### config.mk
export PLATFORM = sky130hd
export DESIGN_NAME = tpm_link_ctl
export DESIGN_NICKNAME = d
export VERILOG_FILES = /design/src/logic/tpm_pkg.sv /design/src/logic/tpm_dly_if.sv /design/src/logic/tpm_delay.sv /design/src/logic/tpm_link_ctl.sv
export SDC_FILE = /design/constraint.sdc
export NUM_CORES = 1
export LEC_CHECK = 0
export ABC_AREA = 1
export BUFFER_PORTS_ARGS = -buffer_cell sky130_fd_sc_hd__buf_2
export CAP_MARGIN = 20
export CELL_PAD_IN_SITES_DETAIL_PLACEMENT = 1
export CELL_PAD_IN_SITES_GLOBAL_PLACEMENT = 2
export CORE_MARGIN = 5
export CORE_UTILIZATION = 30
export DETAILED_ROUTE_END_ITERATION = 10
export PLACE_DENSITY_LB_ADDON = 0.1
export SYNTH_ARGS = -nofsm -noshare
export SYNTH_HDL_FRONTEND = slang
export SYNTH_HIERARCHICAL = 1
export SYNTH_SLANG_ARGS = --single-unit
### constraint.sdc
create_clock -name mclk -period 3.8 [get_ports mclk]
set_clock_uncertainty 0.05 [all_clocks]
set_input_delay 0.19 -clock mclk [delete_from_list [all_inputs] [get_ports mclk]]
set_output_delay 0.19 -clock mclk [all_outputs]
set_load 0.1 [all_outputs]
### src/logic/tpm_pkg.sv
// Constants shared by the twisted-pair attachment unit control logic
package tpm_pkg;
  // ******************************************************************
  // Clock and time base
  // ******************************************************************
  localparam int CLK_MHZ = 100;
  localparam int HALF_BIT_NS = 50;
  localparam int IDLE_NS = 200;
  localparam int LP_WIDTH_NS = 100;
  localparam int LP_MAX_NS = 400;
  localparam int SQE_DELAY_NS = 1100;
  localparam int SQE_LEN_NS = 1000;
  localparam int WIN_OPEN_US = 6500;
  localparam int WIN_CLOSE_US = 104000;
  localparam int LP_PERIOD_US = 16000;
  localparam int JAB_US = 50000;
  localparam int UNJAB_US = 500000;
  // Cycle counts; least times round up, longest times round down
  localparam int HALF_BIT_CYC = (HALF_BIT_NS * CLK_MHZ + 999) / 1000;
  localparam int IDLE_CYC = (IDLE_NS * CLK_MHZ + 999) / 1000;
  localparam int LP_WIDTH_CYC = (LP_WIDTH_NS * CLK_MHZ + 999) / 1000;
  localparam int LP_MAX_CYC = (LP_MAX_NS * CLK_MHZ) / 1000;
  localparam int SQE_DELAY_CYC = (SQE_DELAY_NS * CLK_MHZ) / 1000;
  localparam int SQE_LEN_CYC = (SQE_LEN_NS * CLK_MHZ + 999) / 1000;
  localparam int WIN_OPEN_CYC = WIN_OPEN_US * CLK_MHZ;
  localparam int WIN_CLOSE_CYC = WIN_CLOSE_US * CLK_MHZ;
  localparam int LP_PERIOD_CYC = LP_PERIOD_US * CLK_MHZ;
  localparam int JAB_CYC = JAB_US * CLK_MHZ;
  localparam int UNJAB_CYC = UNJAB_US * CLK_MHZ;
  localparam int TMR_W = 27;
  localparam int STRAP_WAIT = 3;

  // ******************************************************************
  // Register map
  // ******************************************************************
  localparam logic [3:0] CTRL_OFS = 4'h0;
  localparam logic [3:0] STAT_OFS = 4'h4;
  localparam int CTRL_PD_BIT = 0;
  localparam int CTRL_OVR_BIT = 1;
  localparam int CTRL_MODE_LSB = 2;
  localparam logic [4:0] CTRL_RST = 5'h00;

  // ******************************************************************
  // Operating modes and decoded settings
  // ******************************************************************
  localparam logic [2:0] MODE_PD = 3'h0;
  localparam logic [2:0] MODE_EXT = 3'h2;
  localparam logic [2:0] MODE_EXT_HB = 3'h3;
  localparam logic [2:0] MODE_LI_IN = 3'h5;
  localparam logic [2:0] MODE_LI_OUT = 3'h6;

  typedef struct packed {
    logic pd;
    logic hb;
    logic ext;
    logic li_forced;
    logic li_out;
    logic ap_forced;
    logic ap_val;
  } tpm_cfg_s;

  typedef enum logic [1:0] {LK_FAIL, LK_WAIT, LK_PASS} tpm_link_e;
endpackage

### src/logic/tpm_dly_if.sv
// Carrier between the control core and its half-bit delay line
`timescale 1ns/10ps
interface tpm_dly_if;
  logic [1:0] din;
  logic [1:0] dout;
  modport src (output din, input dout);
  modport dly (input din, output dout);
endinterface

### src/logic/tpm_delay.sv
// Registered delay line giving the half-bit lag for predistortion
`timescale 1ns/10ps
module tpm_delay
  import tpm_pkg::*;
#(
  parameter int DEPTH = HALF_BIT_CYC
)
(
  input wire logic mclk, // System clock
  input wire logic rst_b, // Synchronous reset, active low
  tpm_dly_if.dly bus // Data in, delayed data out
);
  logic [1:0] stage_reg [DEPTH];

  // ******************************************************************
  // Shift chain; last stage is the registered output
  // ******************************************************************
  always_ff @(posedge mclk)
  begin
    if (!rst_b)
    begin
      for (int i = 0; i < DEPTH; i++)
        stage_reg[i] <= 2'h0;
    end
    else
    begin
      stage_reg[0] <= bus.din;
      for (int i = 1; i < DEPTH; i++)
        stage_reg[i] <= stage_reg[i - 1];
    end
  end

  assign bus.dout = stage_reg[DEPTH - 1];
endmodule

### src/logic/tpm_link_ctl.sv
// Control core of the twisted-pair attachment unit
//
// Overview of operation
// - Collision LED is off normally and lit while a collision is seen.
// - Receive LED on by default; without link check, off while receiving.
// - With link check on, receive LED stays off while link is failed.
// - Transmit LED on by default, off while transmitting onto the pair.
// - Predistortion pair carries main output inverted, half a bit late; here link pulses leave it low.
// - AUI transmit data is forwarded to the twisted-pair drivers.
// - Twisted-pair receive data is forwarded to the AUI receive pair.
// - Simultaneous transmit and receive drives 10 MHz onto collision pair.
// - With link check on, link pulses are sent while no data is sent; here any DTE activity stops them, even when jabbered or link failed.
// - Incoming link pulses are recognised and bring the link up.
// - Link pin used as output enables link check and shows link state.
// - Heartbeat on: send SQE test to DTE after each good transmission.
// - Line length select: standard or lowered squelch thresholds.
// - Auto-polarity on and pair reversed: received data is inverted.
// - A polarity status output can drive a reversed-pair indicator.
// - Power-down mode shuts every function off.
// - AUI outputs go high impedance while the link is not connected.
// - Mode 5: link check on, auto-polarity off, link pin is input.
// - Mode 6: link check and auto-polarity on, link pin is output.
// - Open mode select inputs read as logic high.
// - Jabber LED off normally, on once watchdog expired, driver off.
// - Link pin as output: low when link failed, high when passed.
// - Auto-polarity is enabled whenever its pin is sampled high; modes 5 and 6 ignore the pin (5 forces it off, 6 on).
// - Internal timing is derived from the 20 MHz crystal reference; here every timer counts mclk and the crystal only paces the collision wave.
//
// The implementer's own choices: the Wishbone interface to the registers and the address map.
`timescale 1ns/10ps
module tpm_link_ctl
  import tpm_pkg::*;
#(
  parameter int OPEN_CYC = WIN_OPEN_CYC,
  parameter int CLOSE_CYC = WIN_CLOSE_CYC,
  parameter int LPER_CYC = LP_PERIOD_CYC,
  parameter int JABT_CYC = JAB_CYC,
  parameter int UNJ_CYC = UNJAB_CYC
)
(
  input wire logic mclk, // 100 MHz system clock
  input wire logic rst_b, // Synchronous reset, active low
  input wire logic wb_cyc_i, // Wishbone cycle
  input wire logic wb_stb_i, // Wishbone strobe
  input wire logic wb_we_i, // Wishbone write enable
  input wire logic [3:0] wb_adr_i, // Wishbone byte address
  input wire logic [3:0] wb_sel_i, // Wishbone byte selects
  input wire logic [31:0] wb_dat_i, // Wishbone write data
  output logic [31:0] wb_dat_o, // Wishbone read data
  output logic wb_ack_o, // Wishbone acknowledge
  input wire logic crystal_ref_in, // 20 MHz crystal reference
  input wire logic opmode_sel_0, // Mode select bit 0
  input wire logic opmode_sel_1, // Mode select bit 1
  input wire logic opmode_sel_2, // Mode select bit 2
  input wire logic aui_do, // AUI transmit data level
  input wire logic tp_in_pos, // Receive pair, positive comparator
  input wire logic tp_in_neg, // Receive pair, negative comparator
  output logic tp_out_pos, // Twisted-pair driver, positive
  output logic tp_out_neg, // Twisted-pair driver, negative
  output logic tp_predist_pos, // Predistortion driver, positive
  output logic tp_predist_neg, // Predistortion driver, negative
  output logic aui_di, // AUI receive data
  output logic aui_di_oe_b, // AUI receive pair enable, low drives
  output logic aui_ci, // AUI collision signal
  output logic aui_ci_oe_b, // AUI collision pair enable, low drives
  input wire logic link_check_pin_i, // Link pin level in
  output logic link_check_pin_o, // Link pin level out
  output logic link_check_pin_oe_b, // Link pin enable, low drives
  input wire logic polarity_fix_pin_i, // Auto-polarity pin level in
  output logic polarity_fix_pin_o, // Auto-polarity pin level out
  output logic polarity_fix_pin_oe_b, // Auto-polarity pin enable
  output logic squelch_low, // Lowered squelch thresholds
  output logic collision_led, // Collision LED, 1 lit
  output logic receive_led, // Receive LED, 1 lit
  output logic transmit_led, // Transmit LED, 1 lit
  output logic jabber_led // Jabber LED, 1 lit
);
  // ******************************************************************
  // Declarations
  // ******************************************************************
  logic [1:0] xt_s, do_s, ip_s, in_s, li_s, ap_s;
  logic [2:0] md_s0, md_s1;
  logic xt_d, do_d, rp_d, rn_d, ci_sq;
  logic [1:0] strap_cnt;
  logic strap_done;
  logic [2:0] mode_strap;
  logic li_pin_low, ap_pin_high;
  logic [4:0] ctrl_reg;
  tpm_cfg_s cfg;
  logic li_en, ap_en, pd;
  logic [7:0] tx_idle, rx_idle;
  logic tx_act, rx_act, rx_act_d, tx_act_d, tx_good;
  logic [TMR_W-1:0] rx_len, lk_tmr, lp_tmr, jab_tmr;
  tpm_link_e link_state;
  logic have_prev, link_ok, rx_pulse, rx_frame, pulse_neg, rev;
  logic jab, tx_drive, lp_on, coll, sqe_on;
  logic [7:0] lp_w;
  logic [11:0] sqe_cnt;
  logic tp_d, tp_v, ci_on;
  tpm_dly_if dif ();

  // Decode the mode straps; 7 is what open pins give
  function automatic tpm_cfg_s dec_mode(input logic [2:0] m);
    tpm_cfg_s c;
    c = '0;
    c.pd = (m == MODE_PD);
    c.hb = m[0];
    c.ext = (m == MODE_EXT) || (m == MODE_EXT_HB);
    c.li_forced = (m == MODE_LI_IN) || (m == MODE_LI_OUT);
    c.li_out = (m == MODE_LI_OUT);
    c.ap_forced = c.li_forced;
    c.ap_val = (m == MODE_LI_OUT);
    return c;
  endfunction

  // Level changes seen within the idle window mean activity
  function automatic logic [7:0] idle_next(input logic edge_seen,
                                           input logic [7:0] cnt);
    if (edge_seen)
      return 8'h00;
    else if (cnt < 8'(IDLE_CYC))
      return cnt + 8'h01;
    else
      return cnt;
  endfunction

  // ******************************************************************
  // Pin synchronisers; first stage feeds only the second
  // ******************************************************************
  always_ff @(posedge mclk)
  begin
    xt_s <= {xt_s[0], crystal_ref_in};
    do_s <= {do_s[0], aui_do};
    ip_s <= {ip_s[0], tp_in_pos};
    in_s <= {in_s[0], tp_in_neg};
    li_s <= {li_s[0], link_check_pin_i};
    ap_s <= {ap_s[0], polarity_fix_pin_i};
    md_s0 <= {opmode_sel_2, opmode_sel_1, opmode_sel_0};
    md_s1 <= md_s0;
  end

  // Edge history of synchronised levels
  always_ff @(posedge mclk)
  begin
    xt_d <= xt_s[1];
    do_d <= do_s[1];
    rp_d <= ip_s[1];
    rn_d <= in_s[1];
  end

  // ******************************************************************
  // Strap capture after reset release; the pins may be driven later
  // ******************************************************************
  always_ff @(posedge mclk)
  begin
    if (!rst_b)
    begin
      strap_cnt <= 2'h0;
      strap_done <= 1'b0;
      mode_strap <= 3'h7;
      li_pin_low <= 1'b0;
      ap_pin_high <= 1'b0;
    end
    else if (!strap_done)
    begin
      strap_cnt <= strap_cnt + 2'h1;
      if (strap_cnt == 2'(STRAP_WAIT))
      begin
        strap_done <= 1'b1;
        mode_strap <= md_s1;
        li_pin_low <= !li_s[1];
        ap_pin_high <= ap_s[1];
      end
    end
  end

  // Settings: straps unless software overrides the mode
  always_comb
  begin
    cfg = dec_mode(ctrl_reg[CTRL_OVR_BIT] ?
                   ctrl_reg[CTRL_MODE_LSB +: 3] : mode_strap);
    pd = cfg.pd || ctrl_reg[CTRL_PD_BIT] || !strap_done;
    li_en = cfg.li_forced || cfg.li_out || li_pin_low;
    ap_en = cfg.ap_forced ? cfg.ap_val : ap_pin_high;
  end

  // ******************************************************************
  // Wishbone slave: one wait state, unmapped reads give zero
  // ******************************************************************
  always_ff @(posedge mclk)
  begin
    if (!rst_b)
    begin
      wb_ack_o <= 1'b0;
      wb_dat_o <= 32'h0000_0000;
      ctrl_reg <= CTRL_RST;
    end
    else
    begin
      wb_ack_o <= wb_cyc_i && wb_stb_i && !wb_ack_o;
      wb_dat_o <= 32'h0000_0000;
      if (wb_cyc_i && wb_stb_i && !wb_ack_o)
      begin
        if (wb_we_i && wb_sel_i[0] && wb_adr_i == CTRL_OFS)
          ctrl_reg <= wb_dat_i[4:0];
        if (!wb_we_i && wb_adr_i == CTRL_OFS)
          wb_dat_o <= {27'h0, ctrl_reg};
        if (!wb_we_i && wb_adr_i == STAT_OFS)
          wb_dat_o <= {20'h0, mode_strap, pd, rx_act, tx_act,
                       coll, jab, rev, link_ok, link_state};
      end
    end
  end

  // ******************************************************************
  // Activity detection on both inputs
  // ******************************************************************
  always_ff @(posedge mclk)
  begin
    if (!rst_b || pd)
    begin
      tx_idle <= 8'(IDLE_CYC);
      rx_idle <= 8'(IDLE_CYC);
      tx_act_d <= 1'b0;
      rx_act_d <= 1'b0;
    end
    else
    begin
      tx_idle <= idle_next(do_s[1] != do_d, tx_idle);
      rx_idle <= idle_next((ip_s[1] != rp_d) || (in_s[1] != rn_d), rx_idle);
      tx_act_d <= tx_act;
      rx_act_d <= rx_act;
    end
  end

  assign tx_act = tx_idle < 8'(IDLE_CYC);
  assign rx_act = rx_idle < 8'(IDLE_CYC);

  // Burst length sorts link pulses from frames; polarity from first line
  always_ff @(posedge mclk)
  begin
    if (!rst_b || pd)
    begin
      rx_len <= '0;
      pulse_neg <= 1'b0;
    end
    else if (!rx_act)
    begin
      rx_len <= '0;
      if (in_s[1] && !ip_s[1])
        pulse_neg <= 1'b1;
      else if (ip_s[1])
        pulse_neg <= 1'b0;
    end
    else if (rx_len < TMR_W'(LP_MAX_CYC))
      rx_len <= rx_len + 1'b1;
  end

  assign rx_pulse = rx_act_d && !rx_act && rx_len < TMR_W'(LP_MAX_CYC);
  assign rx_frame = rx_act_d && !rx_act && !rx_pulse;

  // A negative link pulse marks the pair as reversed
  always_ff @(posedge mclk)
  begin
    if (!rst_b || pd)
      rev <= 1'b0;
    else if (rx_pulse)
      rev <= pulse_neg;
  end

  // ******************************************************************
  // Link integrity state machine
  // ******************************************************************
  always_ff @(posedge mclk)
  begin
    if (!rst_b || pd || !li_en)
    begin
      link_state <= LK_FAIL;
      lk_tmr <= '0;
      have_prev <= 1'b0;
    end
    else
    begin
      if (lk_tmr < TMR_W'(CLOSE_CYC))
        lk_tmr <= lk_tmr + 1'b1;
      case (link_state)
        LK_PASS:
        begin
          if (rx_frame || rx_act || (rx_pulse && lk_tmr >= TMR_W'(OPEN_CYC)))
            lk_tmr <= '0;
          else if (lk_tmr >= TMR_W'(CLOSE_CYC))
            link_state <= LK_FAIL;
        end
        LK_FAIL:
        begin
          if (rx_frame)
            link_state <= LK_WAIT;
          else if (rx_pulse)
          begin
            if (have_prev && lk_tmr >= TMR_W'(OPEN_CYC) &&
                lk_tmr < TMR_W'(CLOSE_CYC))
              link_state <= LK_WAIT;
            have_prev <= 1'b1;
            lk_tmr <= '0;
          end
          else if (lk_tmr >= TMR_W'(CLOSE_CYC))
            have_prev <= 1'b0;
        end
        LK_WAIT:
        begin
          lk_tmr <= '0;
          have_prev <= 1'b0;
          if (!tx_act && !rx_act)
            link_state <= LK_PASS;
        end
        default:
          link_state <= LK_FAIL;
      endcase
    end
  end

  assign link_ok = !pd && (!li_en || link_state == LK_PASS);

  // ******************************************************************
  // Jabber watchdog: cuts the driver, holds until quiet long enough
  // ******************************************************************
  always_ff @(posedge mclk)
  begin
    if (!rst_b || pd)
    begin
      jab <= 1'b0;
      jab_tmr <= '0;
    end
    else if (!jab)
    begin
      jab_tmr <= tx_act ? jab_tmr + 1'b1 : '0;
      if (tx_act && jab_tmr >= TMR_W'(JABT_CYC - 1))
      begin
        jab <= 1'b1;
        jab_tmr <= '0;
      end
    end
    else
    begin
      jab_tmr <= tx_act ? '0 : jab_tmr + 1'b1;
      if (!tx_act && jab_tmr >= TMR_W'(UNJ_CYC - 1))
        jab <= 1'b0;
    end
  end

  assign tx_drive = tx_act && link_ok && !jab;

  // ******************************************************************
  // Outgoing link pulses while the DTE is quiet, also when jabbered or link failed
  // ******************************************************************
  always_ff @(posedge mclk)
  begin
    if (!rst_b || pd || !li_en || tx_act)
    begin
      lp_tmr <= '0;
      lp_w <= 8'h00;
    end
    else if (lp_tmr >= TMR_W'(LPER_CYC - 1))
    begin
      lp_tmr <= '0;
      lp_w <= 8'(LP_WIDTH_CYC);
    end
    else
    begin
      lp_tmr <= lp_tmr + 1'b1;
      if (lp_w != 8'h00)
        lp_w <= lp_w - 8'h01;
    end
  end

  assign lp_on = lp_w != 8'h00;

  // ******************************************************************
  // SQE test after a good transmission, then collision pair logic
  // ******************************************************************
  always_ff @(posedge mclk)
  begin
    if (!rst_b || pd)
    begin
      tx_good <= 1'b0;
      sqe_cnt <= 12'h000;
    end
    else
    begin
      if (tx_act && !tx_act_d)
        tx_good <= 1'b1;
      else if (jab || !link_ok)
        tx_good <= 1'b0;
      if (tx_act_d && !tx_act && tx_good && cfg.hb)
        sqe_cnt <= 12'(SQE_DELAY_CYC + SQE_LEN_CYC);
      else if (sqe_cnt != 12'h000)
        sqe_cnt <= sqe_cnt - 12'h001;
    end
  end

  assign sqe_on = sqe_cnt != 12'h000 && sqe_cnt <= 12'(SQE_LEN_CYC);
  assign coll = tx_act && rx_act && link_ok;
  assign ci_on = coll || jab || sqe_on;

  // 10 MHz square wave: toggle on each crystal rising edge
  always_ff @(posedge mclk)
  begin
    if (!rst_b || !ci_on)
      ci_sq <= 1'b0;
    else if (xt_s[1] && !xt_d)
      ci_sq <= !ci_sq;
  end

  // ******************************************************************
  // Transmit data path and predistortion delay
  // ******************************************************************
  assign tp_d = tx_drive ? do_s[1] : lp_on;
  assign tp_v = tx_drive;
  assign dif.din = {tp_v, tp_d};

  tpm_delay u_delay (
    .mclk (mclk),
    .rst_b (rst_b),
    .bus (dif.dly)
  );

  // ******************************************************************
  // Output registers; every pin comes straight from a flop
  // ******************************************************************
  always_ff @(posedge mclk)
  begin
    if (!rst_b || pd)
    begin
      tp_out_pos <= 1'b0;
      tp_out_neg <= 1'b0;
      tp_predist_pos <= 1'b0;
      tp_predist_neg <= 1'b0;
    end
    else
    begin
      // Idle drives both lines low; pulses only use the positive line
      tp_out_pos <= tp_d;
      tp_out_neg <= tp_v && !tp_d;
      tp_predist_pos <= dif.dout[1] && !dif.dout[0];
      tp_predist_neg <= dif.dout[1] && dif.dout[0];
    end
  end

  // AUI side; receive data wins over loopback of transmit data
  always_ff @(posedge mclk)
  begin
    if (!rst_b || pd)
    begin
      aui_di <= 1'b0;
      aui_di_oe_b <= 1'b1;
      aui_ci <= 1'b0;
      aui_ci_oe_b <= 1'b1;
    end
    else
    begin
      if (rx_act)
        aui_di <= ip_s[1] ^ (ap_en && rev);
      else
        aui_di <= tx_drive && do_s[1];
      aui_di_oe_b <= !link_ok;
      aui_ci <= ci_sq;
      aui_ci_oe_b <= !link_ok;
    end
  end

  // LEDs and strap pins
  always_ff @(posedge mclk)
  begin
    if (!rst_b || pd)
    begin
      collision_led <= 1'b0;
      receive_led <= 1'b0;
      transmit_led <= 1'b0;
      jabber_led <= 1'b0;
      squelch_low <= 1'b0;
      link_check_pin_o <= 1'b0;
      link_check_pin_oe_b <= 1'b1;
      polarity_fix_pin_o <= 1'b0;
      polarity_fix_pin_oe_b <= 1'b1;
    end
    else
    begin
      collision_led <= coll;
      if (li_en)
        receive_led <= link_ok;
      else
        receive_led <= !rx_act;
      transmit_led <= !tx_drive;
      jabber_led <= jab;
      squelch_low <= cfg.ext;
      link_check_pin_o <= link_state == LK_PASS;
      link_check_pin_oe_b <= !cfg.li_out;
      // Sinks the indicator low while reversed with auto-polarity on; released otherwise
      polarity_fix_pin_o <= 1'b0;
      polarity_fix_pin_oe_b <= !(ap_en && rev);
    end
  end
endmodule

==> results_dict.tcl <==
set metrics [dict create \
    maxCapViolations 0 \
    rsz0062_at_grt "false" \
    hold_start "wb_adr_i[2]" \
    clock_tree_from_tritoncts "done" \
    post_cts_hold_buffer_count 19 \
    grt_antenna_before_repair 0 \
    clockPowerShare_pct 52.5 \
    share_comb_of_total_power_pct 5.2 \
    detailed_place_hpwl_mm 18.34 \
    fp.dieArea_um2 36780 \
    netlist-cell-type-count 40 \
    net-switching-power_mw 1.328 \
    min_delay_path_depth 4 \
    drt_pre_antenna_iters 4 \
    cp_data_required_time_ps 4150 \
    wl_mm 24.99 \
    layout_setup_ws_ps 1250 \
    internal-power_mw 4.447 \
    synthesis.area_um2 9913 \
    detail_route.vias_per_cell 4.379 \
    power_frac_seq_pct 42.2 \
    postCtsSetupRepairBufs 0 \
    synthCells 1343 \
    worst-r2r-cell-count 8 \
    pin_count_of_the_biggest_net_entering_global_routing 28 \
    diodes 0 \
    floorplan.die.width_um 191.8 \
    remaining_drc_errors 0 \
    crit-reg2reg-launch "ctrl_reg[1]" \
    cts.sink_count 227 \
    rr_endpoint "lk_tmr[12]" \
    clkSlewWorstSetupHoldPaths_ps 60 \
    dr.first_iter.drc_count 270 \
    cts-root-to-sink-buffers 3 \
    grt_pass1_vias 8557 \
    die_h_um 191.8 \
    grt.met1_usage_pct 17.72 \
    synth-seq-cells 227 \
    met2_usage_pct 23.68 \
    ant_nets 0 \
    transition_time_at_the_pin_with_the_least_slew_margin_ps 921.9 \
    cts_repair_resized_insts 0 \
    power_density_nw_per_um2 485.3 \
    cts_inserted_buffers 29 \
    routed_wire_length_per_instance_um 13.15 \
    max_slew_violations 0 \
    crit_path_max_fanout 23 \
    gr-max-usage-layer "met2" \
    grt_first_pass_wirelength_mm 41.90 \
    layout_overhead_on_the_synthesized_area_pct 20.03 \
    worst_hold_path_type "in -> reg" \
    initial_utilization_pct 30.39 \
    end_kind "flip-flop" \
    worstSetupStartpointType "flip-flop" \
    vdd_ir_drop_max_v 0.0003313 \
    synth_sequential_area_ratio_pct 45.84 \
    final-setup-viol-count 0 \
    timing_worst_setup_path_type "reg -> reg" \
    synth_ff_type "dfxtp_1" \
    slew-limit-headroom_pct 38.39 \
    cts_root_buffer "clkbuf_16" \
    power.share.switching_pct 22.99 \
    route.vias.total 8324 \
    gr-total-overflow 0 \
    timing.final.crit_share_pct 67.10 \
    synthesis.yosys.warnings 6 \
    critical_path_arrival_ps 2900 \
    layout.nets 1501 \
    timing.final.crit_period_ps 2550 \
    core_area_um2 32620 \
    max_freq_mhz 392.2 \
    final-hold-violation-count 0 \
    ioPinCount 104 \
    synth-edff-count 0 \
    grt.met3_usage_pct 2.054 \
    synth-async-reset-ratio_pct 0 \
    drive_above_1_share_pct 10.21 \
    gpl.final_weighted_congestion 0.7820 \
    hold_end "wb_dat_o[4]" \
    placement_rows 66 \
    buffer_ports.inserted 52 \
    htreeDepth 1 \
    worst_skew_pair.late_latency_ps 560 \
    dp_worst_setup_slack_ps 1176 \
    syn_avg_cell_area_um2 7.381 \
    status "finished clean" \
    grt_usage_pct 13.60 \
    totalNegativeSetupSlack_ps 0 \
    r2r_setup_slack_ps 1250 \
    p_leak_nw 4.903 \
]
## critical path: stages, from the launching register on
cell and delay (ps):
dfxtp_1 370, o21ai_0 380, inv_1 130, nand3_1 130, nand3b_1 160, nand2_2 200, inv_1 150, nand2_1 710
nor2_1 100
## power groups by stage
stage               combinational, mW  sequential, mW  clock [mW]
finish                          0.301            2.44        3.03
global route                    0.328            2.44        3.25
detailed placement              0.290            2.49           0
global placement                0.286            2.49           0
floorplan                       0.224            2.51           0
CTS                             0.306            2.44        3.15
## how the worst max path moves through the flow
stage,slack [ps],from,end,cells after the start
2_1_floorplan,1940,jab_tmr[0],jab_tmr[12],11
5_1_grt,900,rx_len[22],lk_tmr[12],14
4_1_cts,1140,ctrl_reg[1],lk_tmr[12],8
3_3_place_gp,1220,ctrl_reg[1],lk_tmr[18],8
6_report,1250,ctrl_reg[1],lk_tmr[12],8
3_5_place_dp,1180,ctrl_reg[1],lk_tmr[12],8
## cells by family (layout without fill, tap and decap cells)
logic type               Yosys count  after routing  synth area share (%)
adder cells (fa/ha/maj)           11             11                 1.388
XOR/XNOR                          70             70                 6.185
AND/OR/NAND/NOR                  672            672                 29.52
flip-flops                       227            227                 45.84
buffers and inverters            250            340                 10.61
other                              1             27               0.03783
AO/OA/AOI/OAI                    112            112                 6.412
## cell type report
cell class              count  area (um^2)
clock buffers              38        839.6
clock inverters            16        251.5
fillers                  4048        20720
inverters                 210        788.3
multi-input cells         892         4414
flip-flops and latches    227         4544
well taps                 442        553.0
repair buffers             76        508.0
## per-stage QoR
stage / cell area, um^2 / total power [mW] / std cells / hold slack (ps) / utilization (%)
after floorplan: 10010 / 2.733 / 1369 / 167.7 / -
after global placement: 10590 / 2.777 / 1827 / 244.1 / 32.47
after detailed placement: 10590 / 2.781 / 1827 / 244.4 / 32.47
after CTS: 11870 / 5.895 / 1900 / 26.86 / 36.39
after global routing: 11900 / 6.015 / 1901 / 84.80 / 36.48
final: 11900 / 5.774 / 1901 / 70.47 / 36.48
## cells in the final DEF (no fill, tap or decap), types with 4 or more instances in the layout
master / netlist / routed
a21oi_1: 38 / 38
clkbuf_16: 0 / 29
buf_4: 22 / 4
nand4_1: 37 / 37
buf_2: 7 / 52
dlygate4sd3_1: 0 / 19
o211ai_1: 8 / 8
nand2_1: 230 / 230
nand3b_1: 5 / 5
dfxtp_1: 227 / 227
xnor2_1: 13 / 13
clkbuf_8: 0 / 8
inv_1: 207 / 207
or2_2: 5 / 5
conb_1: 1 / 27
nor2_2: 21 / 21
ha_1: 11 / 11
clkinv_2: 0 / 7
bufinv_16: 0 / 6
nor4_1: 12 / 12
nand3_1: 78 / 78
nand2_2: 4 / 4
o21ai_0: 48 / 48
nor2_1: 234 / 234
nor2_4: 4 / 4
nor3_1: 38 / 38
o22ai_1: 4 / 4
xor2_1: 57 / 57
## per-layer routing
| layer | vias up | routed length [um] |
|---|---|---|
| met5 | - | 0 |
| met4 | 0 | 559 |
| met3 | 39 | 641 |
| met2 | 72 | 11740 |
| met1 | 3849 | 12050 |
| li1 | 4364 | - |
## cell usage after synthesis (2+ instances only)
cell type | instances | area share (%)
a21boi_0 | 2 | 0.15
nand2_2 | 4 | 0.25
nor2_1 | 234 | 8.9
nand3b_1 | 5 | 0.38
o211ai_1 | 8 | 0.61
buf_2 | 7 | 0.35
or2_2 | 5 | 0.32
o21a_1 | 2 | 0.15
nor3_1 | 38 | 1.9
o21ai_0 | 48 | 2.4
dfxtp_1 | 227 | 46
nor2_2 | 21 | 1.3
inv_2 | 3 | 0.11
nand2_1 | 230 | 8.7
a21oi_1 | 38 | 1.9
nand3_1 | 78 | 3.9
inv_1 | 207 | 7.8
nand4_1 | 37 | 2.3
nor2_4 | 4 | 0.45
xor2_1 | 57 | 5.0
nor4_1 | 12 | 0.76
buf_6 | 3 | 0.34
buf_4 | 22 | 1.7
xnor2_1 | 13 | 1.1
o31ai_1 | 2 | 0.15
o21ai_1 | 2 | 0.10
o22ai_1 | 4 | 0.25
ha_1 | 11 | 1.4
clkbuf_1 | 8 | 0.30
Note: power is estimated with default switching activity, not from simulation.
